### src/inc/irq_bank_map.svh
// register offsets, field positions, reset values and word codes of one
// interrupt bank; included by the bank logic, the bench and the checker
`ifndef IRQ_BANK_MAP_SVH
`define IRQ_BANK_MAP_SVH
// local i/o offsets (base decode is done outside)
`define OFS_CMD        4'h0
`define OFS_DATA       4'h1
`define OFS_W2_READ    4'h2
`define OFS_VEC_BASE   4'h8
// identifying bits of command words at the command offset
`define W1_ID_BIT      4
`define CW3_ID_BIT     3
// first init word fields
`define W1_LEVEL_BIT   3
`define W1_SINGLE_BIT  1
`define W1_NEED4_BIT   0
// fourth init word fields
`define W4_SFNM_BIT    4
`define W4_AUTOMATIC_END_OF_SERVICE_BIT    1
// eoi/rotate word fields
`define CW2_ROT_BIT    7
`define CW2_SL_BIT     6
`define CW2_EOI_BIT    5
// read/poll word fields
`define CW3_SPECIAL_MASK_ENABLE_BIT   6
`define CW3_SMM_BIT    5
`define CW3_POLL_BIT   2
`define CW3_RR_BIT     1
`define CW3_RIS_BIT    0
// reset values
`define LOWEST_RST     3'h7
`define BYTE_RST       8'h00
`define ALL_ONES       8'hff
`endif

### src/inc/irq_bank_pkg.sv
// types shared by the interrupt bank and whoever drives its i/o port
// assumes irq_bank_map.svh is on the include path
package irq_bank_pkg;
    // initialization sequence position
    typedef enum logic [2:0] {
        ST_UNINIT,
        ST_WAIT2,
        ST_WAIT3,
        ST_WAIT4,
        ST_RUN
    } init_state_e;
    // one i/o access, strobes are single-cycle
    typedef struct packed {
        logic       wr;
        logic       rd;
        logic [3:0] addr;
        logic [7:0] wdata;
    } io_req_s;
endpackage

### src/logic/irq_bank.sv
// one eight-input interrupt bank: init word sequencing, control words,
// status/poll reads, mask read, and per-input vector registers.
// assumes a host that issues one-cycle rd/wr strobes on core_clk with the
// bank's base address already decoded into a local 4-bit offset.
`timescale 1ns/10ps
`include "irq_bank_map.svh"

module irq_bank #(
    parameter int N_IN = 8
) (
    input  wire logic                 core_clk,
    input  wire logic                 reset_n,
    input  wire irq_bank_pkg::io_req_s io_req,
    output logic [7:0]                io_rdata,
    input  wire logic [N_IN-1:0]      irq_pin_n,
    input  wire logic                 ack_pulse,
    output logic [7:0]                ack_vector,
    output logic                      int_out,
    output logic                      w2_request
);
    import irq_bank_pkg::*;

    init_state_e state_q;
    logic [N_IN-1:0] s1_q, s2_q, s3_q, lvl_q, prev_q;
    logic [N_IN-1:0] pend_q, insv_q, mask_q, slave_q;
    logic [7:0]      w2_q, rdata_q, ackv_q;
    logic [7:0]      vec_q [N_IN];
    logic [2:0]      lowest_q;
    logic            level_mode_q, single_q, need4_q;
    logic            automatic_end_of_service_q, sfnm_q, rot_automatic_end_of_service_q, smm_q;
    logic            read_isr_q, poll_q, w2_req_q, int_q;

    // decoded strobes
    logic wr_cmd, wr_data, rd_cmd, rd_data, rd_w2;
    logic is_w1, is_cw2, is_cw3;
    logic [7:0] wd;

    assign wd      = io_req.wdata;
    assign wr_cmd  = io_req.wr && io_req.addr == `OFS_CMD;
    assign wr_data = io_req.wr && io_req.addr == `OFS_DATA;
    assign rd_cmd  = io_req.rd && io_req.addr == `OFS_CMD;
    assign rd_data = io_req.rd && io_req.addr == `OFS_DATA;
    assign rd_w2   = io_req.rd && io_req.addr == `OFS_W2_READ;

    // words at the command offset are told apart by their id bits
    assign is_w1  = wr_cmd && wd[`W1_ID_BIT];
    assign is_cw2 = wr_cmd && !wd[`W1_ID_BIT] && !wd[`CW3_ID_BIT];
    assign is_cw3 = wr_cmd && !wd[`W1_ID_BIT] && wd[`CW3_ID_BIT];

    logic running;
    assign running = state_q == ST_RUN;

    // highest-priority set bit of v, given the lowest-priority level
    function automatic logic [3:0] top_of(input logic [7:0] v,
                                          input logic [2:0] low);
        logic [2:0] lv;
        top_of = 4'h0;
        lv = 3'h0;
        for (int k = 7; k >= 0; k--) begin
            lv = 3'(low + 3'(k) + 3'd1);
            if (v[lv]) begin
                top_of = {1'b1, lv};
            end
        end
    endfunction

    // rank 0 is the highest priority
    function automatic logic [2:0] rank_of(input logic [2:0] lv,
                                           input logic [2:0] low);
        rank_of = 3'(lv - low - 3'd1);
    endfunction

    // pin synchroniser: three stages, a change counts once 2 and 3 agree
    always_ff @(posedge core_clk) begin
        if (!reset_n) begin
            s1_q <= '1;
            s2_q <= '1;
            s3_q <= '1;
        end else begin
            s1_q <= irq_pin_n;
            s2_q <= s1_q;
            s3_q <= s2_q;
        end
    end

    // request level, inverted so that pending reads as one
    always_ff @(posedge core_clk) begin
        if (!reset_n) begin
            lvl_q <= '0;
        end else begin
            for (int i = 0; i < N_IN; i++) begin
                if (s2_q[i] == s3_q[i]) begin
                    lvl_q[i] <= ~s3_q[i];
                end
            end
        end
    end

    // priority view of the current state
    logic [7:0] cand, block;
    logic [3:0] top_pend, top_insv;
    logic       want;

    always_comb begin
        cand  = pend_q & ~mask_q;
        block = insv_q;
        if (smm_q) begin
            // special mask: in-service levels only hold off themselves
            cand  = cand & ~insv_q;
            block = '0;
        end else if (sfnm_q && !single_q) begin
            // nested slaves may interrupt their own level again
            block = insv_q & ~(pend_q & slave_q);
        end
        top_pend = top_of(cand, lowest_q);
        top_insv = top_of(block, lowest_q);
        // fully nested compare by rank
        want = running && top_pend[3] && (!top_insv[3] ||
               rank_of(top_pend[2:0], lowest_q) <
               rank_of(top_insv[2:0], lowest_q));
    end

    // a poll read acknowledges like a hardware acknowledge
    logic poll_ack, any_ack;
    assign poll_ack = rd_cmd && poll_q;
    assign any_ack  = (ack_pulse || poll_ack) && want;

    // init sequence; word one restarts from anywhere
    always_ff @(posedge core_clk) begin
        if (!reset_n) begin
            state_q <= ST_UNINIT;
        end else if (is_w1) begin
            state_q <= ST_WAIT2;
        end else if (wr_data) begin
            case (state_q)
                ST_WAIT2: begin
                    if (!single_q) begin
                        state_q <= ST_WAIT3;
                    end else if (need4_q) begin
                        state_q <= ST_WAIT4;
                    end else begin
                        state_q <= ST_RUN;
                    end
                end
                ST_WAIT3: begin
                    state_q <= need4_q ? ST_WAIT4 : ST_RUN;
                end
                ST_WAIT4: begin
                    state_q <= ST_RUN;
                end
                default: begin
                    state_q <= state_q;
                end
            endcase
        end
    end

    // word one mode bits
    always_ff @(posedge core_clk) begin
        if (!reset_n) begin
            level_mode_q <= 1'b0;
            single_q     <= 1'b1;
            need4_q      <= 1'b0;
        end else if (is_w1) begin
            level_mode_q <= wd[`W1_LEVEL_BIT];
            single_q     <= wd[`W1_SINGLE_BIT];
            need4_q      <= wd[`W1_NEED4_BIT];
        end
    end

    // word two: stored for readback only, nothing reads it internally
    always_ff @(posedge core_clk) begin
        if (!reset_n) begin
            w2_q <= `BYTE_RST;
        end else if (wr_data && state_q == ST_WAIT2) begin
            w2_q <= wd;
        end
    end

    // level 1.5 request: write sets, readback at the other offset clears;
    // a write in the same cycle as the read wins so no event is lost
    always_ff @(posedge core_clk) begin
        if (!reset_n) begin
            w2_req_q <= 1'b0;
        end else if (wr_data && state_q == ST_WAIT2) begin
            w2_req_q <= 1'b1;
        end else if (rd_w2) begin
            w2_req_q <= 1'b0;
        end
    end

    // word three: slave map, only reached in cascade use
    always_ff @(posedge core_clk) begin
        if (!reset_n) begin
            slave_q <= '0;
        end else if (is_w1) begin
            slave_q <= '0;
        end else if (wr_data && state_q == ST_WAIT3) begin
            slave_q <= wd;
        end
    end

    // word four options; no word four leaves auto end-of-service off
    always_ff @(posedge core_clk) begin
        if (!reset_n) begin
            automatic_end_of_service_q <= 1'b0;
            sfnm_q <= 1'b0;
        end else if (is_w1) begin
            automatic_end_of_service_q <= 1'b0;
            sfnm_q <= 1'b0;
        end else if (wr_data && state_q == ST_WAIT4) begin
            automatic_end_of_service_q <= wd[`W4_AUTOMATIC_END_OF_SERVICE_BIT];
            sfnm_q <= wd[`W4_SFNM_BIT];
        end
    end

    // input mask
    always_ff @(posedge core_clk) begin
        if (!reset_n) begin
            mask_q <= `BYTE_RST;
        end else if (is_w1) begin
            mask_q <= `BYTE_RST;
        end else if (wr_data && running) begin
            mask_q <= wd;
        end
    end

    // read/poll word: selection, poll flag and special mask
    always_ff @(posedge core_clk) begin
        if (!reset_n) begin
            read_isr_q <= 1'b0;
            poll_q     <= 1'b0;
            smm_q      <= 1'b0;
        end else if (is_w1) begin
            read_isr_q <= 1'b0;
            poll_q     <= 1'b0;
            smm_q      <= 1'b0;
        end else if (is_cw3 && running) begin
            // poll overrides the register select for one read only
            poll_q <= wd[`CW3_POLL_BIT];
            if (wd[`CW3_RR_BIT]) begin
                read_isr_q <= wd[`CW3_RIS_BIT];
            end
            if (wd[`CW3_SPECIAL_MASK_ENABLE_BIT]) begin
                smm_q <= wd[`CW3_SMM_BIT];
            end
        end else if (rd_cmd) begin
            poll_q <= 1'b0;
        end
    end

    // edge detector history; word one forces "already active" so that
    // a fresh high-to-low edge is needed after init
    always_ff @(posedge core_clk) begin
        if (!reset_n) begin
            prev_q <= `ALL_ONES;
        end else if (is_w1) begin
            prev_q <= `ALL_ONES;
        end else if (!poll_q) begin
            prev_q <= lvl_q;
        end
    end

    // pending bits; held still while a poll is outstanding
    always_ff @(posedge core_clk) begin
        if (!reset_n) begin
            pend_q <= '0;
        end else if (is_w1) begin
            pend_q <= '0;
        end else begin
            for (int i = 0; i < N_IN; i++) begin
                if (any_ack && top_pend[2:0] == 3'(i)) begin
                    pend_q[i] <= level_mode_q && lvl_q[i];
                end else if (!poll_q) begin
                    if (level_mode_q) begin
                        pend_q[i] <= lvl_q[i];
                    end else if (lvl_q[i] && !prev_q[i]) begin
                        pend_q[i] <= 1'b1;
                    end else if (!lvl_q[i]) begin
                        pend_q[i] <= 1'b0;
                    end
                end
            end
        end
    end

    // eoi/rotate word decode
    logic       cw2_go, cw2_rot, cw2_sl, cw2_eoi;
    logic [2:0] cw2_lv, clr_lv;
    logic       clr_en;

    always_comb begin
        cw2_go  = is_cw2 && running;
        cw2_rot = wd[`CW2_ROT_BIT];
        cw2_sl  = wd[`CW2_SL_BIT];
        cw2_eoi = wd[`CW2_EOI_BIT];
        cw2_lv  = wd[2:0];
        // specific targets the field, non-specific the top of block, so none under special mask
        clr_en  = cw2_go && cw2_eoi && (cw2_sl || top_insv[3]);
        clr_lv  = cw2_sl ? cw2_lv : top_insv[2:0];
    end

    // in-service bits: acknowledge sets unless auto end-of-service
    always_ff @(posedge core_clk) begin
        if (!reset_n) begin
            insv_q <= '0;
        end else if (is_w1) begin
            insv_q <= '0;
        end else begin
            for (int i = 0; i < N_IN; i++) begin
                if (any_ack && !automatic_end_of_service_q && top_pend[2:0] == 3'(i)) begin
                    insv_q[i] <= 1'b1;
                end else if (clr_en && clr_lv == 3'(i)) begin
                    insv_q[i] <= 1'b0;
                end
            end
        end
    end

    // rotation and priority setting
    always_ff @(posedge core_clk) begin
        if (!reset_n) begin
            lowest_q   <= `LOWEST_RST;
            rot_automatic_end_of_service_q <= 1'b0;
        end else if (is_w1) begin
            lowest_q   <= `LOWEST_RST;
            rot_automatic_end_of_service_q <= 1'b0;
        end else if (cw2_go && !cw2_eoi && !cw2_sl) begin
            rot_automatic_end_of_service_q <= cw2_rot;
        end else if (cw2_go && cw2_rot && cw2_sl) begin
            lowest_q <= cw2_lv;
        end else if (cw2_go && cw2_rot && clr_en) begin
            lowest_q <= clr_lv;
        end else if (any_ack && automatic_end_of_service_q && rot_automatic_end_of_service_q) begin
            lowest_q <= top_pend[2:0];
        end
    end

    // vector registers, one per input
    always_ff @(posedge core_clk) begin
        if (!reset_n) begin
            for (int i = 0; i < N_IN; i++) begin
                vec_q[i] <= `BYTE_RST;
            end
        end else if (io_req.wr && io_req.addr[3]) begin
            vec_q[io_req.addr[2:0]] <= wd;
        end
    end

    // vector handed out on acknowledge
    always_ff @(posedge core_clk) begin
        if (!reset_n) begin
            ackv_q <= `BYTE_RST;
        end else if (ack_pulse && want) begin
            ackv_q <= vec_q[top_pend[2:0]];
        end
    end

    // read data, one cycle after the strobe
    always_ff @(posedge core_clk) begin
        if (!reset_n) begin
            rdata_q <= `BYTE_RST;
        end else if (poll_ack || rd_cmd && poll_q) begin
            rdata_q <= {want, 4'h0, top_pend[2:0]};
        end else if (rd_cmd) begin
            rdata_q <= read_isr_q ? insv_q : pend_q;
        end else if (rd_data) begin
            rdata_q <= mask_q;
        end else if (rd_w2) begin
            rdata_q <= w2_q;
        end else if (io_req.rd && io_req.addr[3]) begin
            rdata_q <= vec_q[io_req.addr[2:0]];
        end else if (io_req.rd) begin
            rdata_q <= `BYTE_RST;
        end
    end

    // interrupt line to the processor
    always_ff @(posedge core_clk) begin
        if (!reset_n) begin
            int_q <= 1'b0;
        end else begin
            int_q <= want;
        end
    end

    assign io_rdata   = rdata_q;
    assign ack_vector = ackv_q;
    assign int_out    = int_q;
    assign w2_request = w2_req_q;

endmodule

### config.mk
export PLATFORM = sky130hd
export DESIGN_NAME = irq_bank
export DESIGN_NICKNAME = d
export VERILOG_FILES = /design/src/inc/irq_bank_pkg.sv /design/src/logic/irq_bank.sv
export VERILOG_INCLUDE_DIRS = /design/src /design/src/inc
export SDC_FILE = /design/constraint.sdc
export NUM_CORES = 1
export LEC_CHECK = 0
export BUFFER_PORTS_ARGS = -buffer_cell sky130_fd_sc_hd__buf_2
export CAP_MARGIN = 40
export CORE_MARGIN = 2
export CORE_UTILIZATION = 23
export CTS_CLUSTER_SIZE = 20
export DETAILED_ROUTE_END_ITERATION = 10
export PLACE_DENSITY_LB_ADDON = 0.08
export SYNTH_ARGS = -nofsm -noshare
export SYNTH_HDL_FRONTEND = slang
export SYNTH_SLANG_ARGS = --single-unit
### constraint.sdc
create_clock -name core_clk -period 15.7 [get_ports core_clk]
set_input_delay 1.57 -clock core_clk [delete_from_list [all_inputs] [get_ports core_clk]]
set_output_delay 1.57 -clock core_clk [all_outputs]
set_load 0.01 [all_outputs]
==> results_dict.tcl, run 1 <==
set metrics [dict create \
    yosysUniqueCellTypes 81 \
    maxCapViolCount 0 \
    synthFlopType "dfxtp_1" \
    async_flop_share_pct 0 \
    final_core_util_pct 26.4 \
    cts_resized 0 \
    grt_pass1_wl_mm 57.1 \
    antenna_found_initial 0 \
    gp_congestion 0.887 \
    nets 1118 \
    grt_use_total_pct 16.2 \
    wl_mm 38.1 \
    cts_buffers 17 \
    met3_length_mm 1.65 \
    synth_edf_count 64 \
    die_area_mm2 0.0484 \
    hold_class "flop to flop" \
    arrival_ns 6.88 \
    drt_iter0_markers 616 \
    cts_tree "built" \
    ys_seq_area_share_pct 39.0 \
    reg2reg_depth 22 \
    relSlewSlack_pct 39.4 \
    power_mw 1.00 \
    h-tree-depth 4 \
    post_cts_buffers 0 \
    finalCriticalPeriod_ns 6.50 \
    initial_core_util_pct 23.2 \
    fin_setup_tns_ns 0 \
    areaGrowthSynthToFinish_pct 13.9 \
    reg2reg_slack_ns 9.20 \
    num_rows 79 \
    overflow 0 \
    final_max_slew_viol_count 0 \
    tightest_slew_ns 0.908 \
    hold_buffers 0 \
    synth_top_cell_area_share_pct 21.1 \
    yosysWarningCount 0 \
    die_width_um 220 \
    cts.sinks 177 \
    outcome "complete, no violations" \
    drt-met1-wl_mm 19.2 \
    first_global_vias 8219 \
    finalHoldViolations 0 \
    grt_max_degree 44 \
    rsz0062_at_grt "no" \
    syn-num-nets 1097 \
    crit_fanout 26 \
    route.detailed.drc 0 \
    crit_required_ns 16.07 \
    end_kind "flop" \
    layout_commonest_cell "dfxtp_1" \
    syn_inst 1063 \
    crit_path_start "lowest_q[1]" \
    path_clk_slew_ns 0.07 \
    synthesis.area_mm2 0.0107 \
    syn_avg_cell_area_um2 10.1 \
    drtAntennaViolNets 0 \
    synth_seq_cells 177 \
    wl_per_cell_um 22.4 \
    r2r-end "pend_q[5]" \
    via_per_inst 4.95 \
    hpwlAfterDp_mm 27.3 \
    path_class "flop to flop" \
    irDropWorstVdd_v 0.0000652 \
    portBuffers 42 \
    root_buffer "clkbuf_16" \
    rr_startpoint "lowest_q[1]" \
    hold_depth 1 \
    fp.dieH_um 220 \
    crit_end "pend_q[5]" \
    n_antenna_cell 0 \
    fmax_mhz 154 \
    yosys-top-cells-area "dfxtp_1, edfxtp_1, mux2i_1" \
    cts_buffer_depth 2 \
    highest_layer "met4" \
    powerDensity_mw_per_mm2 81.8 \
    clock_latency_ns 0.45 \
    post-route-period-util_pct 41.4 \
    ios 43 \
    leakagePower_nw 4.53 \
    dr.pass1.iters 5 \
    clock_skew_ns 0.0108 \
    setup-violations-final 0 \
    critPathLaunchType "flop" \
    vias 8428 \
    most-common-layout-cells "dfxtp_1, mux2i_1, nand2_1, nor2_1, and2_1" \
    drive_gt1_share_pct 18.7 \
    synth_top_area_cell "dfxtp_1" \
    worstHoldStart "s1_q[3]" \
    core_mm2 0.0463 \
    met2_length_mm 16.8 \
]
[metal layers]
layer | vias to the layer above | global-route usage [%]
met5 | - | 0
met3 | 26 | 2.79
met2 | 210 | 24.1
met1 | 4189 | 24.2
li1 | 4003 | -
met4 | 0 | 3.85
[cell usage after synthesis (17+ instances only)]
cell,count
dfxtp_1,113
mux2i_1,104
nand2_1,89
nor2_1,85
and2_1,78
edfxtp_1,64
clkbuf_1,52
mux4_2,45
nand3_1,43
a21oi_1,41
nand2b_1,41
mux2_2,30
o21ai_0,25
inv_1,17
o221ai_1,17
[report_power, final]
group          switching [mW]  leakage, nW  total (mW)  internal, mW
logic                  0.0469         2.71      0.0738        0.0269
registers             0.00770         1.53       0.497         0.489
clock network           0.200        0.286       0.429         0.229
total                   0.254         4.53        1.00         0.745
[flip-flops by register name, summed over array words and instances, names as in the netlist, 8 cells and up]
register,count
vec_q,64
ack_vector,8
insv_q,8
io_rdata,8
lvl_q,8
mask_q,8
pend_q,8
prev_q,8
s1_q,8
s2_q,8
s3_q,8
slave_q,8
w2_q,8
[worst min-delay path by stage]
stage	to	slack [ns]
floorplan	s2_q[0]	0.39
global placement	s2_q[4]	0.40
detailed placement	s2_q[3]	0.40
CTS	s2_q[3]	0.42
global route	s2_q[5]	0.43
finish	s2_q[3]	0.41
[stage by stage]
step	setup WS, ns	instance area [um2]	hold slack, ns	std cells
floorplan	9.67	10700	0.386	1063
global placement	9.35	11600	0.400	1664
detailed placement	9.27	11600	0.398	1672
CTS	9.25	12200	0.417	1704
global route	8.67	12200	0.428	1704
finish	9.20	12200	0.409	1704
[cell type report]
cell class | instances | area [um2]
sequential | 177 | 4180
tap | 607 | 759
multi-input combinational | 796 | 6180
fill | 4954 | 34000
clock buffer | 21 | 493
timing repair buffer | 72 | 443
clock inverter | 11 | 88.8
inverter | 20 | 75.1
[critical path, cell delays in order, from the launching register on]
cell       delay, ns
dfxtp_1         0.31
buf_4           0.25
inv_2           0.22
ha_1            0.55
buf_4           0.35
nor2b_1         0.19
nand3_1         0.17
nand4_1         0.24
a2111oi_0       0.70
o21ai_0         0.16
a22oi_1         0.23
o22ai_2         0.11
buf_4           0.26
inv_1           0.25
fa_1            0.46
ha_1            0.30
a21o_1          0.15
a21oi_1         0.13
o221a_2         0.27
o21a_1          0.30
o21ai_0         0.28
nor3b_1         0.28
mux2i_1         0.21
[cell families after synthesis]
family | synth area share (%)
xor+xnor | 0.874
flops | 39.0
compound gates | 12.6
fa+ha+maj | 1.19
buf+inv | 3.61
simple gates | 20.4
mux | 22.4
No activity file was read; power rests on OpenSTA's default activity.
==> run 2: changes to the inputs <==
--- a/config.mk
+++ b/config.mk
@@ -6,6 +6,7 @@
 export SDC_FILE = /design/constraint.sdc
 export NUM_CORES = 1
 export LEC_CHECK = 0
+export ABC_AREA = 1
 export BUFFER_PORTS_ARGS = -buffer_cell sky130_fd_sc_hd__buf_2
 export CAP_MARGIN = 40
 export CORE_MARGIN = 2
==> constraint.sdc (replaced) <==
create_clock -name core_clk -period 6.15 [get_ports core_clk]
set_input_delay 0.615 -clock core_clk [delete_from_list [all_inputs] [get_ports core_clk]]
set_output_delay 0.615 -clock core_clk [all_outputs]
set_load 0.01 [all_outputs]
==> results_dict.tcl, run 2 <==
set metrics [dict create \
    dp_cells 1997 \
    clock_latency_ns 0.47 \
    path_class "flop to flop" \
    synthSimpleGateAreaFrac_pct 33.5 \
    root_buffer "clkbuf_16" \
    finalCriticalPeriod_ns 5.22 \
    via_per_inst 4.71 \
    post_cts_buffers 0 \
    die_width_um 212 \
    drive_gt1_share_pct 11.0 \
    synth_compound_gate_area_share_pct 14.0 \
    first_global_vias 9015 \
    leakagePower_nw 4.72 \
    n_antenna_cell 0 \
    synth_top_cell_area_share_pct 22.7 \
    hold_depth 2 \
    largest_reg_flops 64 \
    h-tree-depth 4 \
    outcome "complete, no violations" \
    synthesis.area_mm2 0.00998 \
    setup-violations-final 0 \
    tightest_slew_ns 0.909 \
    yosys-top-cells-area "dfxtp_1, edfxtp_1, nand2_1" \
    synth_edf_count 64 \
    yosys-top-cells-count "nand2_1, nor2_1, nand3_1, dfxtp_1, inv_1" \
    ios 43 \
    rr_startpoint "lowest_q[0]" \
    hold_buffers 0 \
    route.detailed.drc 0 \
    placed_area_mm2 0.0107 \
    path_clk_slew_ns 0.07 \
    crit_buf_inv 5 \
    num-fill-cells 4855 \
    grt_max_degree 39 \
    synth_top_area_cell "dfxtp_1" \
    cts.sinks 177 \
    slowest_delay_ns 0.68 \
    rsz0062_at_grt "no" \
    synthMostInstantiatedCell "nand2_1" \
    post-route-period-util_pct 84.9 \
    fin_setup_tns_ns 0 \
    initial_core_util_pct 23.2 \
    core_mm2 0.0430 \
    end_kind "flop" \
    synth_seq_cells 177 \
    synthAdderAreaFrac_pct 1.28 \
    cts_resized 0 \
    cpMaxStageDelayCell "ha_1" \
    cts_tree "built" \
    crit_required_ns 6.50 \
    relSlewSlack_pct 39.2 \
    synthFlopType "dfxtp_1" \
    synthXorXnorAreaFrac_pct 0.953 \
    layout_commonest_cell "nand2_1" \
    clock_skew_ns 0.0144 \
    reg2reg_depth 31 \
    regMostFlops "vec_q" \
    wl_per_cell_um 19.5 \
    syn-num-nets 1452 \
    syn_inst 1418 \
    async_flop_share_pct 0 \
    cpMostUsedCell "nand2_1" \
    num_rows 76 \
    gp_congestion 0.858 \
    power_mw 2.57 \
    portBuffers 42 \
    irDropWorstVdd_v 0.000204 \
    wl_mm 39.5 \
    yosysUniqueCellTypes 45 \
    layout.cells.non_filler 2029 \
    antenna_found_initial 0 \
    crit_fanout 21 \
    powerDensity_mw_per_mm2 227 \
    most-common-layout-cells "nand2_1, nor2_1, nand3_1, dfxtp_1, inv_1" \
    r2r-end "pend_q[2]" \
    overflow 0 \
    hold_class "primary input to flop" \
    finalHoldViolations 0 \
    dr.pass1.iters 5 \
    cts_buffer_depth 2 \
    cpLargestDelayFamily "simple AND/OR/NAND/NOR gates" \
    grt_pass1_wl_mm 59.4 \
    synth_top_family_by_area "simple AND/OR/NAND/NOR gates" \
    vias 9554 \
    synth_mux_area_share_pct 0 \
    yosysWarningCount 0 \
    arrival_ns 5.57 \
    drtAntennaViolNets 0 \
    final_cell_area_mm2 0.0113 \
    fp.dieH_um 212 \
    final_max_slew_viol_count 0 \
    cts_buffers 17 \
    grt_use_total_pct 18.1 \
    areaGrowthSynthToFinish_pct 13.3 \
    worstHoldStart "irq_pin_n[4]" \
    drt_iter0_markers 815 \
    maxCapViolCount 0 \
    reg2reg_slack_ns 0.93 \
    hpwlAfterDp_mm 28.0 \
    nets 1465 \
    ys_seq_area_share_pct 41.9 \
    die_area_mm2 0.0451 \
    syn_avg_cell_area_um2 7.04 \
    fmax_mhz 191 \
    worst_slack_ns 0.926 \
    pre_cts_slack_ns 0.890 \
    hold_end "s1_q[4]" \
    critPathLaunchType "flop" \
]
-- run 2: power breakdown --
part | switching, mW | internal (mW)
Sequential | 0.0216 | 1.25
Combinational | 0.137 | 0.0512
Clock | 0.519 | 0.591
Total | 0.678 | 1.89
-- run 2: routing by layer --
metal  vias up  share of wire, %  GRT usage [%]
met5         -                 0              0
met4         0               1.7           5.28
met3        36               4.4           2.33
met2       268                44           27.7
met1      4541                49           26.4
li1       4709                 -              -
-- run 2: final cells by class --
class / count / area, um2 / area share [%]
clock buffer: 19 / 464 / 4.11
clock inverter: 13 / 108 / 0.952
inverter: 134 / 503 / 4.45
multi-input combinational: 1043 / 4960 / 43.9
sequential: 177 / 4180 / 37.0
tap: 585 / 732 / 6.48
timing repair buffer: 58 / 350 / 3.10
-- run 2: metrics by stage --
| stage | util (%) | hold slack [ns] |
|---|---|---|
| after CTS | 26.3 | 0.315 |
| after detailed placement | 25.0 | 0.392 |
| after floorplan | - | 0.383 |
| after global routing | 26.3 | 0.331 |
| after global placement | 24.9 | 0.387 |
| final | 26.3 | 0.337 |
-- run 2: cells by family (layout without fill, tap and decap cells) --
group	after synthesis	after routing
xor+xnor	7	7
buf+inv	198	224
simple gates	776	776
flops	177	177
fa+ha+maj	9	9
compound gates	251	251
-- run 2: how the worst max path moves through the flow --
| stage | from | to | slack (ns) | cells past startpoint |
|---|---|---|---|---|
| 2_1_floorplan | lowest_q[0] | pend_q[4] | 1.62 | 35 |
| 3_3_place_gp | lowest_q[0] | pend_q[2] | 0.96 | 31 |
| 3_5_place_dp | lowest_q[0] | ack_vector[7] | 0.89 | 28 |
| 4_1_cts | lowest_q[0] | ack_vector[1] | 0.85 | 28 |
| 5_1_grt | lowest_q[0] | ack_vector[0] | 0.32 | 28 |
| 6_report | lowest_q[0] | pend_q[2] | 0.93 | 31 |
==> run 3: changes to the inputs <==
==> constraint.sdc (replaced) <==
create_clock -name core_clk -period 4.7 [get_ports core_clk]
set_input_delay 0.47 -clock core_clk [delete_from_list [all_inputs] [get_ports core_clk]]
set_output_delay 0.47 -clock core_clk [all_outputs]
set_load 0.01 [all_outputs]
==> results_dict.tcl, run 3 (same netlist as run 2, synthesis figures left out) <==
set metrics [dict create \
    outcome "complete, no violations" \
    post-route-period-util_pct 92.9 \
    fmax_mhz 229 \
    num_rows 76 \
    end_kind "flop" \
    p_comb_share_pct 7.4 \
    irDropWorstVdd_v 0.000260 \
    cts_tree "built" \
    nets 1486 \
    drt-met1-wl_mm 20.1 \
    leakagePower_nw 4.83 \
    drive_gt1_share_pct 14.1 \
    core_mm2 0.0430 \
    drt_iter0_markers 845 \
    path_class "flop to flop" \
    p_int_mw 2.45 \
    overflow 0 \
    clock_skew_ns 0.0104 \
    num-fill-cells 4842 \
    slowest_delay_ns 0.38 \
    met2_length_mm 17.4 \
    highest_layer "met4" \
    final_cell_area_mm2 0.0116 \
    vias 9418 \
    largest_reg_flops 64 \
    critPathLaunchType "flop" \
    route.detailed.drc 0 \
    met3_length_mm 1.59 \
    crit_fanout 17 \
    p_sw_mw 0.927 \
    wl_mm 39.7 \
    layout_commonest_cell "nand2_1" \
    h-tree-depth 4 \
    ios 43 \
    wl_per_cell_um 19.4 \
    crit_required_ns 5.05 \
    grt_max_degree 39 \
    setup-violations-final 0 \
    grt_pass1_wl_mm 59.3 \
    arrival_ns 4.72 \
    pre_cts_slack_ns 0.243 \
    worst_slack_ns 0.335 \
    fp.dieH_um 212 \
    fin_setup_tns_ns 0 \
    regMostFlops "vec_q" \
    grt_use_total_pct 18.1 \
    drtAntennaViolNets 0 \
    portBuffers 42 \
    root_buffer "clkbuf_16" \
    cts_buffer_depth 2 \
    power_frac_clock_pct 43.3 \
    hold_buffers 0 \
    gp_congestion 0.833 \
    areaGrowthSynthToFinish_pct 16.3 \
    cts_buffers 17 \
    initial_core_util_pct 23.2 \
    final_core_util_pct 27.0 \
    power_mw 3.38 \
    most-common-layout-cells "nand2_1, nor2_1, nand3_1, inv_1, dfxtp_1" \
    cpMaxStageDelayCell "a21oi_1" \
    maxCapViolCount 0 \
    path_clk_slew_ns 0.08 \
    finalCriticalPeriod_ns 4.37 \
    hold_class "primary input to flop" \
    first_global_vias 8936 \
    dr.pass1.iters 5 \
    die_width_um 212 \
    finalHoldViolations 0 \
    relSlewSlack_pct 42.1 \
    cpMostUsedCell "nand2_1" \
    powerDensity_mw_per_mm2 291 \
    n_antenna_cell 0 \
    crit_buf_inv 3 \
    cts.sinks 177 \
    p_seq_share_pct 49.2 \
    hpwlAfterDp_mm 28.7 \
    clock_latency_ns 0.46 \
    swShare_pct 27.5 \
    die_area_mm2 0.0451 \
    final_max_slew_viol_count 0 \
    cpLargestDelayFamily "simple AND/OR/NAND/NOR gates" \
    placed_area_mm2 0.0109 \
    antenna_found_initial 0 \
    tightest_slew_ns 0.865 \
    via_per_inst 4.59 \
]
run 3: changes by cell type in the layout (fill, tap and decap cells not counted), sizes merged:
cell / previous run / this run
buf: 58 / 79
inv: 133 / 138
clkinv: 12 / 9
clkbuf: 19 / 17
run 3: timing repair:
item / in CTS / in global routing
setup buffers: 0 / 4
resized for setup: 0 / 32
hold endpoints to repair: 0 / 0
endpoints found under the setup margin: 0 / 24
run 3: routing by layer:
metal | track usage [%] | up-vias
met4 | 4.73 | 0
met1 | 26.1 | 4426
met3 | 2.75 | 35
met2 | 28.2 | 206
met5 | 0 | -
li1 | - | 4751
run 3: power by group through the flow:
stage	Combinational [mW]	Sequential [mW]	Clock [mW]
detailed placement	0.252	1.70	0
finish	0.251	1.66	1.46
global route	0.278	1.67	1.56
CTS	0.253	1.66	1.50
floorplan	0.139	1.69	0
global placement	0.250	1.70	0
run 3: worst paths after layout:
path	start	end	slack, ns	cells after the start
max reg2reg	smm_q	pend_q[5]	0.33	31
max	smm_q	pend_q[5]	0.33	31
min	irq_pin_n[4]	s1_q[4]	0.20	2
min reg2reg	s3_q[0]	lvl_q[0]	0.40	1
run 3: through the flow:
step / cells / hold WS [ns]
6_report: 2050 / 0.196
5_1_grt: 2050 / 0.191
4_1_cts: 2046 / 0.173
3_5_place_dp: 2014 / 0.390
3_3_place_gp: 2012 / 0.388
2_1_floorplan: 1418 / 0.383
run 3: final cells by class:
class,instances,area (um2),share of cell area (%)
multi-input combinational,1043,5060,43.6
clock buffer,17,425,3.67
tap,585,732,6.31
sequential,177,4190,36.1
timing repair buffer,79,544,4.69
inverter,134,505,4.36
clock inverter,15,148,1.27
